<file path="src/design/asp_pkg.sv">
package asp_pkg;

	// Width of one analog input configuration byte.
	localparam int unsigned ASP_CFG_W = 8;
	// Position of the start marker inside the configuration byte.
	localparam int unsigned ASP_START_POS = 7;
	// Width of one conversion result.
	localparam int unsigned ASP_RES_W = 16;
	// Bit counter width, enough to count a whole result.
	localparam int unsigned ASP_CNT_W = 5;
	localparam logic [ASP_CNT_W-1:0] ASP_CNT_RST = 5'h00;
	localparam logic [ASP_CNT_W-1:0] ASP_CFG_LAST = 5'h07;
	localparam logic [ASP_RES_W-1:0] ASP_RES_RST = 16'h0000;
	localparam logic [ASP_CFG_W-1:0] ASP_CFG_RST = 8'h00;
	// Strobe pulse length in nanoseconds.
	localparam int unsigned ASP_STRB_NS = 100;
	localparam int unsigned ASP_CLK_NS = 20;
	localparam logic [3:0] ASP_STRB_CYC = 4'((ASP_STRB_NS + ASP_CLK_NS - 1) / ASP_CLK_NS);

	typedef struct packed {
		logic sclk;
		logic din;
		logic cs_n;
	} asp_pins_t;

	typedef struct packed {
		logic sclk_rise;
		logic sclk_fall;
		logic sel;
		logic sel_fall;
		logic din;
	} asp_evt_t;

	typedef enum logic [1:0] {
		ASP_HUNT,
		ASP_CFG,
		ASP_DATA
	} asp_state_t;

endpackage

</file>
<file path="src/design/asp_sync.sv">
`timescale 1ns/1ps
// Two-stage synchroniser for the serial pins, followed by edge detection on
// the second stage only.
module asp_sync
	import asp_pkg::*;
(
	input wire logic clock_in,
	input wire logic sys_rst_in,
	input wire asp_pins_t pins_in,
	output asp_evt_t evt_out
);
	asp_pins_t meta_q;
	asp_pins_t meta_d;
	asp_pins_t sync_q;
	asp_pins_t sync_d;
	asp_pins_t prev_q;
	asp_pins_t prev_d;

	always_comb begin
		meta_d = pins_in;
		sync_d = meta_q;
		prev_d = sync_q;
	end

	always_ff @(posedge clock_in or posedge sys_rst_in) begin
		if (sys_rst_in) begin
			meta_q <= '{sclk: 1'b0, din: 1'b0, cs_n: 1'b1};
			sync_q <= '{sclk: 1'b0, din: 1'b0, cs_n: 1'b1};
			prev_q <= '{sclk: 1'b0, din: 1'b0, cs_n: 1'b1};
		end else begin
			meta_q <= meta_d;
			sync_q <= sync_d;
			prev_q <= prev_d;
		end
	end

	always_comb begin
		evt_out.sclk_rise = sync_q.sclk & ~prev_q.sclk;
		evt_out.sclk_fall = ~sync_q.sclk & prev_q.sclk;
		evt_out.sel = ~sync_q.cs_n;
		evt_out.sel_fall = ~sync_q.cs_n & prev_q.cs_n;
		evt_out.din = sync_q.din;
	end
endmodule

</file>
<file path="src/design/asp_port.sv">
`timescale 1ns/1ps
// Functional notes
// - Sample input bit on rising clock while selected
// - Shift output bit on each falling clock, except in the select cycle
// - Deselected: ignore clock, data; output released
// - Internal clock: rising strobe marks ready result
// - External clock mode: strobe held low always
// - Strobe output always driven, never released
// - First one after select starts config byte
module asp_port
	import asp_pkg::*;
(
	input wire logic clock_in,
	input wire logic sys_rst_in,
	input wire logic cs_n_in,
	input wire logic sclk_in,
	input wire logic din_in,
	input wire logic int_clk_mode_in,
	input wire logic result_valid_in,
	input wire logic [ASP_RES_W-1:0] result_in,
	output logic dout_out,
	output logic dout_oe_out,
	output logic result_ready_flag_out,
	output logic [ASP_CFG_W-1:0] cfg_byte_out,
	output logic cfg_valid_out
);
	asp_evt_t evt;
	asp_pins_t pins;

	asp_state_t state_q;
	asp_state_t state_d;
	logic [ASP_CNT_W-1:0] cnt_q;
	logic [ASP_CNT_W-1:0] cnt_d;
	logic [ASP_CFG_W-1:0] sh_in_q;
	logic [ASP_CFG_W-1:0] sh_in_d;
	logic [ASP_RES_W-1:0] sh_out_q;
	logic [ASP_RES_W-1:0] sh_out_d;
	logic [ASP_RES_W-1:0] hold_q;
	logic [ASP_RES_W-1:0] hold_d;
	logic dout_q;
	logic dout_d;
	logic oe_q;
	logic oe_d;
	logic [ASP_CFG_W-1:0] cfg_q;
	logic [ASP_CFG_W-1:0] cfg_d;
	logic cfg_v_q;
	logic cfg_v_d;
	logic [3:0] strb_cnt_q;
	logic [3:0] strb_cnt_d;
	logic strb_q;
	logic strb_d;

	always_comb begin
		pins.sclk = sclk_in;
		pins.din = din_in;
		pins.cs_n = cs_n_in;
	end

	asp_sync u_sync (
		.clock_in(clock_in),
		.sys_rst_in(sys_rst_in),
		.pins_in(pins),
		.evt_out(evt)
	);

	// Serial shift path.
	always_comb begin
		state_d = state_q;
		cnt_d = cnt_q;
		sh_in_d = sh_in_q;
		sh_out_d = sh_out_q;
		hold_d = result_valid_in ? result_in : hold_q;
		dout_d = dout_q;
		oe_d = evt.sel;
		cfg_d = cfg_q;
		cfg_v_d = 1'b0;
		if (!evt.sel) begin
			state_d = ASP_HUNT;
			cnt_d = ASP_CNT_RST;
			dout_d = 1'b0;
		end else begin
			if (evt.sel_fall) begin
				state_d = ASP_HUNT;
				cnt_d = ASP_CNT_RST;
				sh_out_d = hold_q;
				dout_d = hold_q[ASP_RES_W-1];
			end
			if (evt.sclk_rise) begin
				case (state_q)
					ASP_HUNT: begin
						if (evt.din) begin
							// Marker already fills the lowest bit position.
							state_d = ASP_CFG;
							sh_in_d = ASP_CFG_RST | 8'h01;
							cnt_d = 5'h01;
						end
					end
					ASP_CFG: begin
						sh_in_d = {sh_in_q[ASP_CFG_W-2:0], evt.din};
						cnt_d = cnt_q + 5'h01;
						if (cnt_q == ASP_CFG_LAST) begin
							state_d = ASP_DATA;
							cfg_d = {sh_in_q[ASP_CFG_W-2:0], evt.din};
							cfg_v_d = 1'b1;
						end
					end
					ASP_DATA: begin
					end
					default: state_d = ASP_HUNT;
				endcase
			end
			if (evt.sclk_fall && !evt.sel_fall) begin
				sh_out_d = {sh_out_q[ASP_RES_W-2:0], 1'b0};
				dout_d = sh_out_q[ASP_RES_W-2];
			end
		end
	end

	always_ff @(posedge clock_in or posedge sys_rst_in) begin
		if (sys_rst_in) begin
			state_q <= ASP_HUNT;
			cnt_q <= ASP_CNT_RST;
			sh_in_q <= ASP_CFG_RST;
			sh_out_q <= ASP_RES_RST;
			hold_q <= ASP_RES_RST;
			dout_q <= 1'b0;
			oe_q <= 1'b0;
			cfg_q <= ASP_CFG_RST;
			cfg_v_q <= 1'b0;
		end else begin
			state_q <= state_d;
			cnt_q <= cnt_d;
			sh_in_q <= sh_in_d;
			sh_out_q <= sh_out_d;
			hold_q <= hold_d;
			dout_q <= dout_d;
			oe_q <= oe_d;
			cfg_q <= cfg_d;
			cfg_v_q <= cfg_v_d;
		end
	end

	// Strobe path; it is a plain output so it can never float.
	always_comb begin
		strb_cnt_d = strb_cnt_q;
		strb_d = strb_q;
		if (!int_clk_mode_in) begin
			strb_cnt_d = 4'h0;
			strb_d = 1'b0;
		end else if (result_valid_in) begin
			// The loading cycle is already the first cycle of the pulse, so count one less.
			strb_cnt_d = ASP_STRB_CYC - 4'h1;
			strb_d = 1'b1;
		end else if (strb_cnt_q != 4'h0) begin
			strb_cnt_d = strb_cnt_q - 4'h1;
			strb_d = 1'b1;
		end else begin
			strb_d = 1'b0;
		end
	end

	always_ff @(posedge clock_in or posedge sys_rst_in) begin
		if (sys_rst_in) begin
			strb_cnt_q <= 4'h0;
			strb_q <= 1'b0;
		end else begin
			strb_cnt_q <= strb_cnt_d;
			strb_q <= strb_d;
		end
	end

	always_comb begin
		dout_out = dout_q;
		dout_oe_out = oe_q;
		result_ready_flag_out = strb_q;
		cfg_byte_out = cfg_q;
		cfg_valid_out = cfg_v_q;
	end

	chk_release_when_idle: assert property (@(posedge clock_in) disable iff (sys_rst_in)
		!evt.sel |=> !dout_oe_out)
		else $error("output enabled while deselected");

	chk_strobe_ext_low: assert property (@(posedge clock_in) disable iff (sys_rst_in)
		!int_clk_mode_in |=> !result_ready_flag_out)
		else $error("strobe high in external clock mode");

	chk_strobe_rises: assert property (@(posedge clock_in) disable iff (sys_rst_in)
		int_clk_mode_in && result_valid_in |=> result_ready_flag_out)
		else $error("strobe missing after result");

	chk_shift_on_fall: assert property (@(posedge clock_in) disable iff (sys_rst_in)
		evt.sel && evt.sclk_fall && !evt.sel_fall |=> dout_out == $past(sh_out_q[ASP_RES_W-2]))
		else $error("output did not shift on falling clock");

	chk_cfg_after_start: assert property (@(posedge clock_in) disable iff (sys_rst_in)
		cfg_valid_out |-> cfg_byte_out[ASP_START_POS])
		else $error("config byte lacks start marker");

	chk_hunt_holds: assert property (@(posedge clock_in) disable iff (sys_rst_in)
		state_q == ASP_HUNT && evt.sclk_rise && !evt.din && evt.sel |=> state_q == ASP_HUNT)
		else $error("zero bit left hunt state");

	chk_strobe_needs_result: assert property (@(posedge clock_in) disable iff (sys_rst_in)
		$rose(result_ready_flag_out) |-> $past(result_valid_in) && $past(int_clk_mode_in))
		else $error("strobe rose without a ready result");

	chk_select_first_bit: assert property (@(posedge clock_in) disable iff (sys_rst_in)
		evt.sel_fall |=> dout_out == $past(hold_q[ASP_RES_W-1]))
		else $error("first result bit missing at select");

	chk_drive_when_selected: assert property (@(posedge clock_in) disable iff (sys_rst_in)
		evt.sel |=> dout_oe_out)
		else $error("output not driven while selected");

	chk_deselect_ignores: assert property (@(posedge clock_in) disable iff (sys_rst_in)
		!evt.sel |=> state_q == ASP_HUNT && !cfg_valid_out)
		else $error("activity taken while deselected");

	chk_cfg_single_pulse: assert property (@(posedge clock_in) disable iff (sys_rst_in)
		cfg_valid_out |=> !cfg_valid_out)
		else $error("config valid longer than one cycle");
endmodule

</file>
<file path="config.mk">
export PLATFORM = sky130hd
export DESIGN_NAME = asp_port
export DESIGN_NICKNAME = d
export VERILOG_FILES = /design/src/design/asp_pkg.sv /design/src/design/asp_sync.sv /design/src/design/asp_port.sv
export SDC_FILE = /design/constraint.sdc
export NUM_CORES = 1
export LEC_CHECK = 0
export BUFFER_PORTS_ARGS = -buffer_cell sky130_fd_sc_hd__buf_2
export CAP_MARGIN = 5
export CORE_MARGIN = 1
export CORE_UTILIZATION = 57
export DETAILED_ROUTE_END_ITERATION = 8
export MAX_ROUTING_LAYER = met4
export PLACE_DENSITY = 0.78
export SLEW_MARGIN = 20
export SYNTH_ARGS = -nofsm -noshare
export SYNTH_HDL_FRONTEND = slang
export SYNTH_SLANG_ARGS = --single-unit
</file>
<file path="constraint.sdc">
create_clock -name clock_in -period 2.3 [get_ports clock_in]
set_clock_uncertainty 0.1 [all_clocks]
set_input_delay 0.115 -clock clock_in [delete_from_list [all_inputs] [get_ports clock_in]]
set_output_delay 0.115 -clock clock_in [all_outputs]
set_load 0.05 [all_outputs]
</file>
Yosys cells after proc, flatten, opt, wreduce, memory -nomap -nowiden:

Cells that the tools add are included.

* bitwise operators: 6
* add/sub/neg operators: 2
* multiplexer cells: 28
* reduce and logical (&&, ||, !) cells: 10
* equality and inequality tests: 5

Operators with widths (count)
* 15-bit two-way mux: 2
* 5-bit two-way mux: 4
* 7-bit case mux with 2 select lines: 1
* 4-bit two-way mux: 3
* 1-bit two-way mux: 10
* 2-bit two-way mux: 5
* 5-bit case mux with 2 select lines: 1
* 4-bit AND reduction: 2
* 7-bit two-way mux: 1
* 2-bit case mux with 3 select lines: 1
* 5-bit by 1-bit adder with 5-bit output, second input constant: 1
* 5-bit by 3-bit equality test with 1-bit output, second input constant: 1
* 2-bit nonzero test: 2
* 4-bit nonzero test: 1
* 4-bit by 1-bit subtractor with 4-bit output, second input constant: 1
* 1-bit AND: 3
* 3-bit by 1-bit != test with 1-bit output, second input constant: 1
* 1-bit NOT: 3
* 3-bit nonzero test: 1
* 2-bit by 1-bit equality test with 1-bit output, second input constant: 1
* 2-bit equality test, second input constant: 1
* 2-bit zero test: 1
* 2-bit by 1-bit != test with 1-bit output, second input constant: 1
* 2-bit AND reduction: 1
* 2 further kinds: 2

* output and inout port bits: 12
* register bits after elaboration: 69
* word-level logic and storage cells: 70
* input port bits: 23

Depth between registers and ports, before layout:

* depth after elaboration: 7
* mapped depth: 7

By module:

A second synthesis with hierarchy kept.

* cell total of the unflattened synthesis: 226
* area, all modules: 2813.9 µm²

By module, submodules not included
* asp_port: seq. area each 1526.5 µm², instances 1, area each 2573.7 µm², cells each 212
* asp_sync: seq. area each 203.9 µm², instances 1, area each 240.2 µm², cells each 14

Worst setup path after synthesis:

OpenSTA, ideal clock, no wires.

* kind: register to register
* from: register u_sync.sync_q (netlist bit u_sync.prev_d[0])
* to: register sh_out_q[14]
* stages on the path, launching flop included: 8
* path slack: 563 ps
* library setup time: 135 ps
* buffers on the path: 3
* period minus slack after synthesis: 1737 ps
* arrival time: 1503 ps
* cells stage by stage: dfstp_2 -> buf_2 -> nor2b_1 -> nor2b_1 -> buf_2 -> buf_4 -> mux2i_1 -> o21ai_0

* longest elaborated chain between the ends: 6

Ends and longest elaborated chain
* start, declared: RTL line asp_sync.sv:14 `asp_pins_t sync_q;`
* start signal, assigned: RTL line asp_sync.sv:28 `sync_q <= '{sclk: 1'b0, din: 1'b0, cs_n: 1'b1};`
* start signal, assigned: RTL line asp_sync.sv:32 `sync_q <= sync_d;`
* 1-bit NOT (no line) *
* 1-bit AND: RTL line asp_sync.sv:41 `evt_out.sel_fall = ~sync_q.cs_n & prev_q.cs_n;`
* 1-bit zero test: RTL line asp_port.sv:112 `if (evt.sclk_fall && !evt.sel_fall) begin`
* 1-bit logical AND: RTL line asp_port.sv:112
* 2-bit nonzero test (no line)
* 2-bit AND reduction (no line)
* end signal, assigned: RTL line asp_port.sv:134 `sh_out_q <= sh_out_d;`
* end, declared: RTL line asp_port.sv:36 `logic [ASP_RES_W-1:0] sh_out_q;`

Every way passes the cells marked *; elsewhere a longest branch is shown, timed or not.
A chain may end at the register's enable or synchronous reset.

==> impl_metrics.xml <==
<?xml version="1.0" encoding="UTF-8"?>
<metrics>
  <group name="routing">
    <metric name="met2WireLength" unit="um">2390</metric>
    <metric name="drtPass1Iterations" unit="">4</metric>
    <metric name="drc" unit="">0</metric>
    <metric name="post_drt_via_cell_ratio" unit="">5.24</metric>
    <metric name="dr_total_vias" unit="">1933</metric>
    <metric name="top_layer" unit="">met4</metric>
    <metric name="wirelength" unit="um">5100</metric>
    <metric name="wl_met3" unit="um">132</metric>
    <metric name="wl_per_cell" unit="um">13.8</metric>
    <metric name="wl_met1" unit="um">2490</metric>
    <metric name="drtAntennaViolNets" unit="">0</metric>
    <metric name="dr.first_iter.drc_count" unit="">78</metric>
  </group>
  <group name="floorplanning">
    <metric name="die_w" unit="um">73.1</metric>
    <metric name="floorplan.io_pins" unit="">35</metric>
    <metric name="core" unit="um2">4790</metric>
    <metric name="rows" unit="">25</metric>
    <metric name="die_height" unit="um">73.1</metric>
    <metric name="die-area" unit="um2">5340</metric>
    <metric name="floorplan.initialDensity" unit="%">60.2</metric>
  </group>
  <group name="finish">
    <metric name="nets" unit="">323</metric>
    <metric name="drive_gt1_share" unit="%">27.5</metric>
    <metric name="final_area" unit="um2">3550</metric>
    <metric name="stdcell_count" unit="">369</metric>
    <metric name="synthToLayoutAreaGrowth" unit="%">23.3</metric>
    <metric name="n_antenna_cell" unit="">0</metric>
  </group>
  <group name="sta">
    <metric name="final_max_slew_viol_count" unit="">0</metric>
    <metric name="rsz0062_at_grt" unit="">no</metric>
    <metric name="setup_tns" unit="ns">0</metric>
    <metric name="setup-violations-final" unit="">0</metric>
    <metric name="fin_crit_sh" unit="%">81.2</metric>
    <metric name="clock.fmax" unit="MHz">535</metric>
    <metric name="min_period" unit="ns">1.87</metric>
    <metric name="max_slew.worst_pin.slew" unit="ns">0.768</metric>
    <metric name="hold_vio_cnt_final" unit="">0</metric>
    <metric name="timing.slew.headroom" unit="%">48.5</metric>
  </group>
  <group name="critical_path">
    <metric name="reg2reg_from" unit="">u_sync.prev_d[0]$_DFF_PP1_</metric>
    <metric name="setup_slack_of_the_most_critical_reg_to_reg_path" unit="ns">0.43</metric>
    <metric name="critical_path_required" unit="ns">2.41</metric>
    <metric name="worst_case_reg_to_reg_path_depth" unit="">4</metric>
    <metric name="critPathMaxFanout" unit="">17</metric>
    <metric name="setup.worst_path.end_class" unit="">flop</metric>
    <metric name="crit_path_top_delay_cell" unit="">dfstp_2</metric>
    <metric name="nature_of_the_critical_path_startpoint" unit="">flop</metric>
    <metric name="path_buf_inv" unit="">2</metric>
    <metric name="crit-reg2reg-capture" unit="">sh_out_q[7]$_DFFE_PP0P_</metric>
    <metric name="timing.setup.critical_path_class" unit="">flop to flop</metric>
    <metric name="timing.critical_path.slowest_cell_delay" unit="ns">0.68</metric>
    <metric name="critical_path.cell_chain" unit="">inv_1 -&gt; o21ai_1 -&gt; buf_4 -&gt; o21ai_0</metric>
    <metric name="cp.arrival" unit="ns">1.98</metric>
    <metric name="critPathTopFamily" unit="">flip-flops</metric>
  </group>
  <group name="grt">
    <metric name="maximum_number_of_pins_on_one_net_before_global_route_repair" unit="">28</metric>
    <metric name="gr-usage-all-layers" unit="%">22.1</metric>
    <metric name="globalRouteOverflowTotal" unit="">0</metric>
    <metric name="grt_antenna_before_repair" unit="">0</metric>
    <metric name="grt_first_pass_wirelength" unit="um">8460</metric>
    <metric name="via_count_of_the_first_global_routing_pass" unit="">1851</metric>
  </group>
  <group name="min_path">
    <metric name="hold_path_depth" unit="">3</metric>
    <metric name="startpoint_of_the_tightest_hold_check_path" unit="">result_valid_in</metric>
    <metric name="timing.hold.worst_endpoint" unit="">strb_cnt_q[2]$_DFFE_PP0P_</metric>
    <metric name="min_path_type" unit="">primary input to flop</metric>
  </group>
  <group name="logic_synthesis">
    <metric name="synth_enable_flop_cells" unit="">0</metric>
    <metric name="synth_compound_area_share" unit="%">7.69</metric>
    <metric name="syn-instance-count" unit="">237</metric>
    <metric name="post_synth.cell_area_avg" unit="um2">12.2</metric>
    <metric name="commonest_cells_post_synth" unit="">66 x dfrtp_1, 29 x nand2_1, 17 x mux2_2</metric>
    <metric name="synth_top_area_share" unit="%">57.3</metric>
    <metric name="synthFlopType" unit="">dfrtp_1</metric>
    <metric name="synth_async_sr_flop_share" unit="%">100</metric>
    <metric name="ys_types" unit="">37</metric>
    <metric name="synth_nets" unit="">263</metric>
    <metric name="netlist.top_cell.by_area" unit="">dfrtp_1</metric>
    <metric name="synth_top_family_by_area" unit="">multiplexers</metric>
    <metric name="synth_seq_area_share" unit="%">60.1</metric>
    <metric name="yosys-top-cells-area" unit="">dfrtp_1 57%, mux2_2 6.6%, mux2i_1 5.2%, nand2_1 3.8%, mux2_1 3.1%</metric>
    <metric name="mux_share_of_post_synthesis_cell_area" unit="%">15.0</metric>
    <metric name="total_standard_cell_area_after_synthesis" unit="um2">2880</metric>
    <metric name="yosys.cell_count.top_type" unit="">dfrtp_1</metric>
    <metric name="yosysWarningCount" unit="">0</metric>
    <metric name="synth-simple-area-share" unit="%">12.7</metric>
    <metric name="synth-xor-area-share" unit="%">0.912</metric>
    <metric name="synth-seq-cells" unit="">69</metric>
    <metric name="synth_fa_ha_area_share" unit="%">1.30</metric>
  </group>
  <group name="cts">
    <metric name="tritoncts_clock_tree" unit="">built</metric>
    <metric name="worst_skew_pair.late_latency" unit="ns">0.34</metric>
    <metric name="clkTransAtPathRegs" unit="ns">0.07</metric>
    <metric name="postCtsResizedCells" unit="">0</metric>
    <metric name="cts-buffers-inserted" unit="">9</metric>
    <metric name="htreeDepth" unit="">3</metric>
    <metric name="cts_setup_buffers" unit="">0</metric>
    <metric name="clock_root_buffer_master" unit="">clkbuf_8</metric>
    <metric name="cts_stage_hold_buffer_count" unit="">21</metric>
    <metric name="clock-sinks" unit="">69</metric>
    <metric name="clk_path_buf_depth" unit="">2</metric>
  </group>
  <group name="placement">
    <metric name="dp_hpwl" unit="um">3240</metric>
    <metric name="gp_congestion" unit="">0.866</metric>
    <metric name="placement.io_buffers" unit="">34</metric>
    <metric name="placedInstanceArea" unit="um2">3120</metric>
    <metric name="dp.cells" unit="">332</metric>
  </group>
  <group name="power">
    <metric name="intPower" unit="mW">2.10</metric>
    <metric name="power_per_cell_area" unit="nW/um2">778</metric>
    <metric name="switchingPower" unit="mW">0.662</metric>
    <metric name="comb_power_share" unit="%">10.9</metric>
    <metric name="vdd_ir_drop_max" unit="mV">0.518</metric>
    <metric name="pwr-share-clk" unit="%">39.1</metric>
    <metric name="cellLeakagePower" unit="nW">1.65</metric>
    <metric name="net_switching_fraction_of_the_power" unit="%">23.9</metric>
    <metric name="total_power" unit="mW">2.76</metric>
    <metric name="share_seq_of_total_power" unit="%">50.0</metric>
  </group>
  <group name="status">
    <metric name="outcome" unit="">completed</metric>
  </group>
  <group name="flow_run">
    <metric name="drv.max_cap_violation_count" unit="">0</metric>
  </group>
</metrics>
layout by cell type, fill, tap and decap left out, types with 2 or more instances in the layout:
cell type      count
a211oi_1           4
a21oi_1            6
buf_2             34
buf_4              5
bufinv_16          2
clkbuf_8          10
clkinv_2           2
dfrtp_1           66
dfstp_2            3
dlygate4sd3_1     21
ha_1               3
inv_1              3
mux2_1             8
mux2_2            17
mux2i_1           15
nand2_1           29
nand2b_1           3
nor2_1            15
nor2b_1            6
nor3_1             4
nor3b_1            2
o21a_1             2
o21ai_0           11
o21ai_1           11
xnor2_1            2
sequential cells by signal (all words and copies together), names as in the netlist:
| name | cells |
|---|---|
| cfg_valid_out | 1 |
| result_ready_flag_out | 1 |
| u_sync.prev_d | 2 |
| sh_out_q | 15 |
| u_sync.prev_q | 2 |
| state_q | 2 |
| u_sync.meta_q | 3 |
| cfg_byte_out | 8 |
| cnt_q | 5 |
| dout_out | 1 |
| u_sync.evt_out | 1 |
| strb_cnt_q | 4 |
| sh_in_q | 7 |
| hold_q | 16 |
| dout_oe_out | 1 |
layout make-up:
| type | count | area, um2 |
|---|---|---|
| flip-flops and latches | 69 | 1730 |
| clock buffers | 10 | 138 |
| inverters | 4 | 15.0 |
| well taps | 67 | 83.8 |
| repair buffers | 60 | 418 |
| clock inverters | 6 | 86.3 |
| multi-input cells | 153 | 1080 |
| fillers | 332 | 1230 |
worst register-to-register path: cells and delay by family, from the launching register on:
family / cells / cell delay (ns)
AOI/OAI and AO/OA: 2 / 0.54
DFF: 1 / 0.68
buffers and inverters: 2 / 0.42
metal layers:
| layer | global-route usage (%) | vias to the layer above |
|---|---|---|
| met4 | 11.8 | 0 |
| met3 | 4.14 | 7 |
| met1 | 29.0 | 949 |
| li1 | - | 944 |
| met5 | - | - |
| met2 | 32.7 | 33 |
through the flow:
stage / util [%] / hold WS [ns] / setup WS [ns]
global placement: 65.2 / 0.0925 / 0.507
detailed placement: 65.2 / 0.0950 / 0.454
CTS: 74.2 / 0.182 / 0.437
floorplan: - / 0.0195 / 0.350
finish: 74.2 / 0.184 / 0.431
global route: 74.2 / 0.211 / 0.310
power by group through the flow:
| stage | combinational [mW] | sequential [mW] | clock [mW] |
|---|---|---|---|
| floorplan | 0.201 | 1.40 | 0 |
| global placement | 0.262 | 1.40 | 0 |
| detailed placement | 0.273 | 1.40 | 0 |
| CTS | 0.303 | 1.38 | 1.10 |
| global route | 0.334 | 1.39 | 1.15 |
| finish | 0.300 | 1.38 | 1.08 |
logic make-up (layout without fill, tap and decap cells):
family	count (synthesis)	count (layout)
buffers and inverters	15	80
AOI/OAI and AO/OA	38	38
DFF	69	69
xor gates and xnor gates	3	3
muxes	40	40
adders and majority gates	3	3
and+or+nand+nor	69	69
how the worst max path moves through the flow:
stage / from / slack (ns) / end / cells after the start
2_1_floorplan: sys_rst_in / 0.35 / cfg_byte_out[0]$_DFFE_PP0P_ / 1
3_3_place_gp: u_sync.prev_d[0]$_DFF_PP1_ / 0.51 / sh_out_q[10]$_DFFE_PP0P_ / 4
3_5_place_dp: state_q[1]$_DFF_PP0_ / 0.45 / cfg_byte_out[3]$_DFFE_PP0P_ / 5
4_1_cts: state_q[1]$_DFF_PP0_ / 0.44 / cfg_byte_out[5]$_DFFE_PP0P_ / 5
5_1_grt: u_sync.prev_d[0]$_DFF_PP1_ / 0.31 / sh_out_q[10]$_DFFE_PP0P_ / 5
6_report: u_sync.prev_d[0]$_DFF_PP1_ / 0.43 / sh_out_q[7]$_DFFE_PP0P_ / 4
No activity file was read; power rests on OpenSTA's default activity.
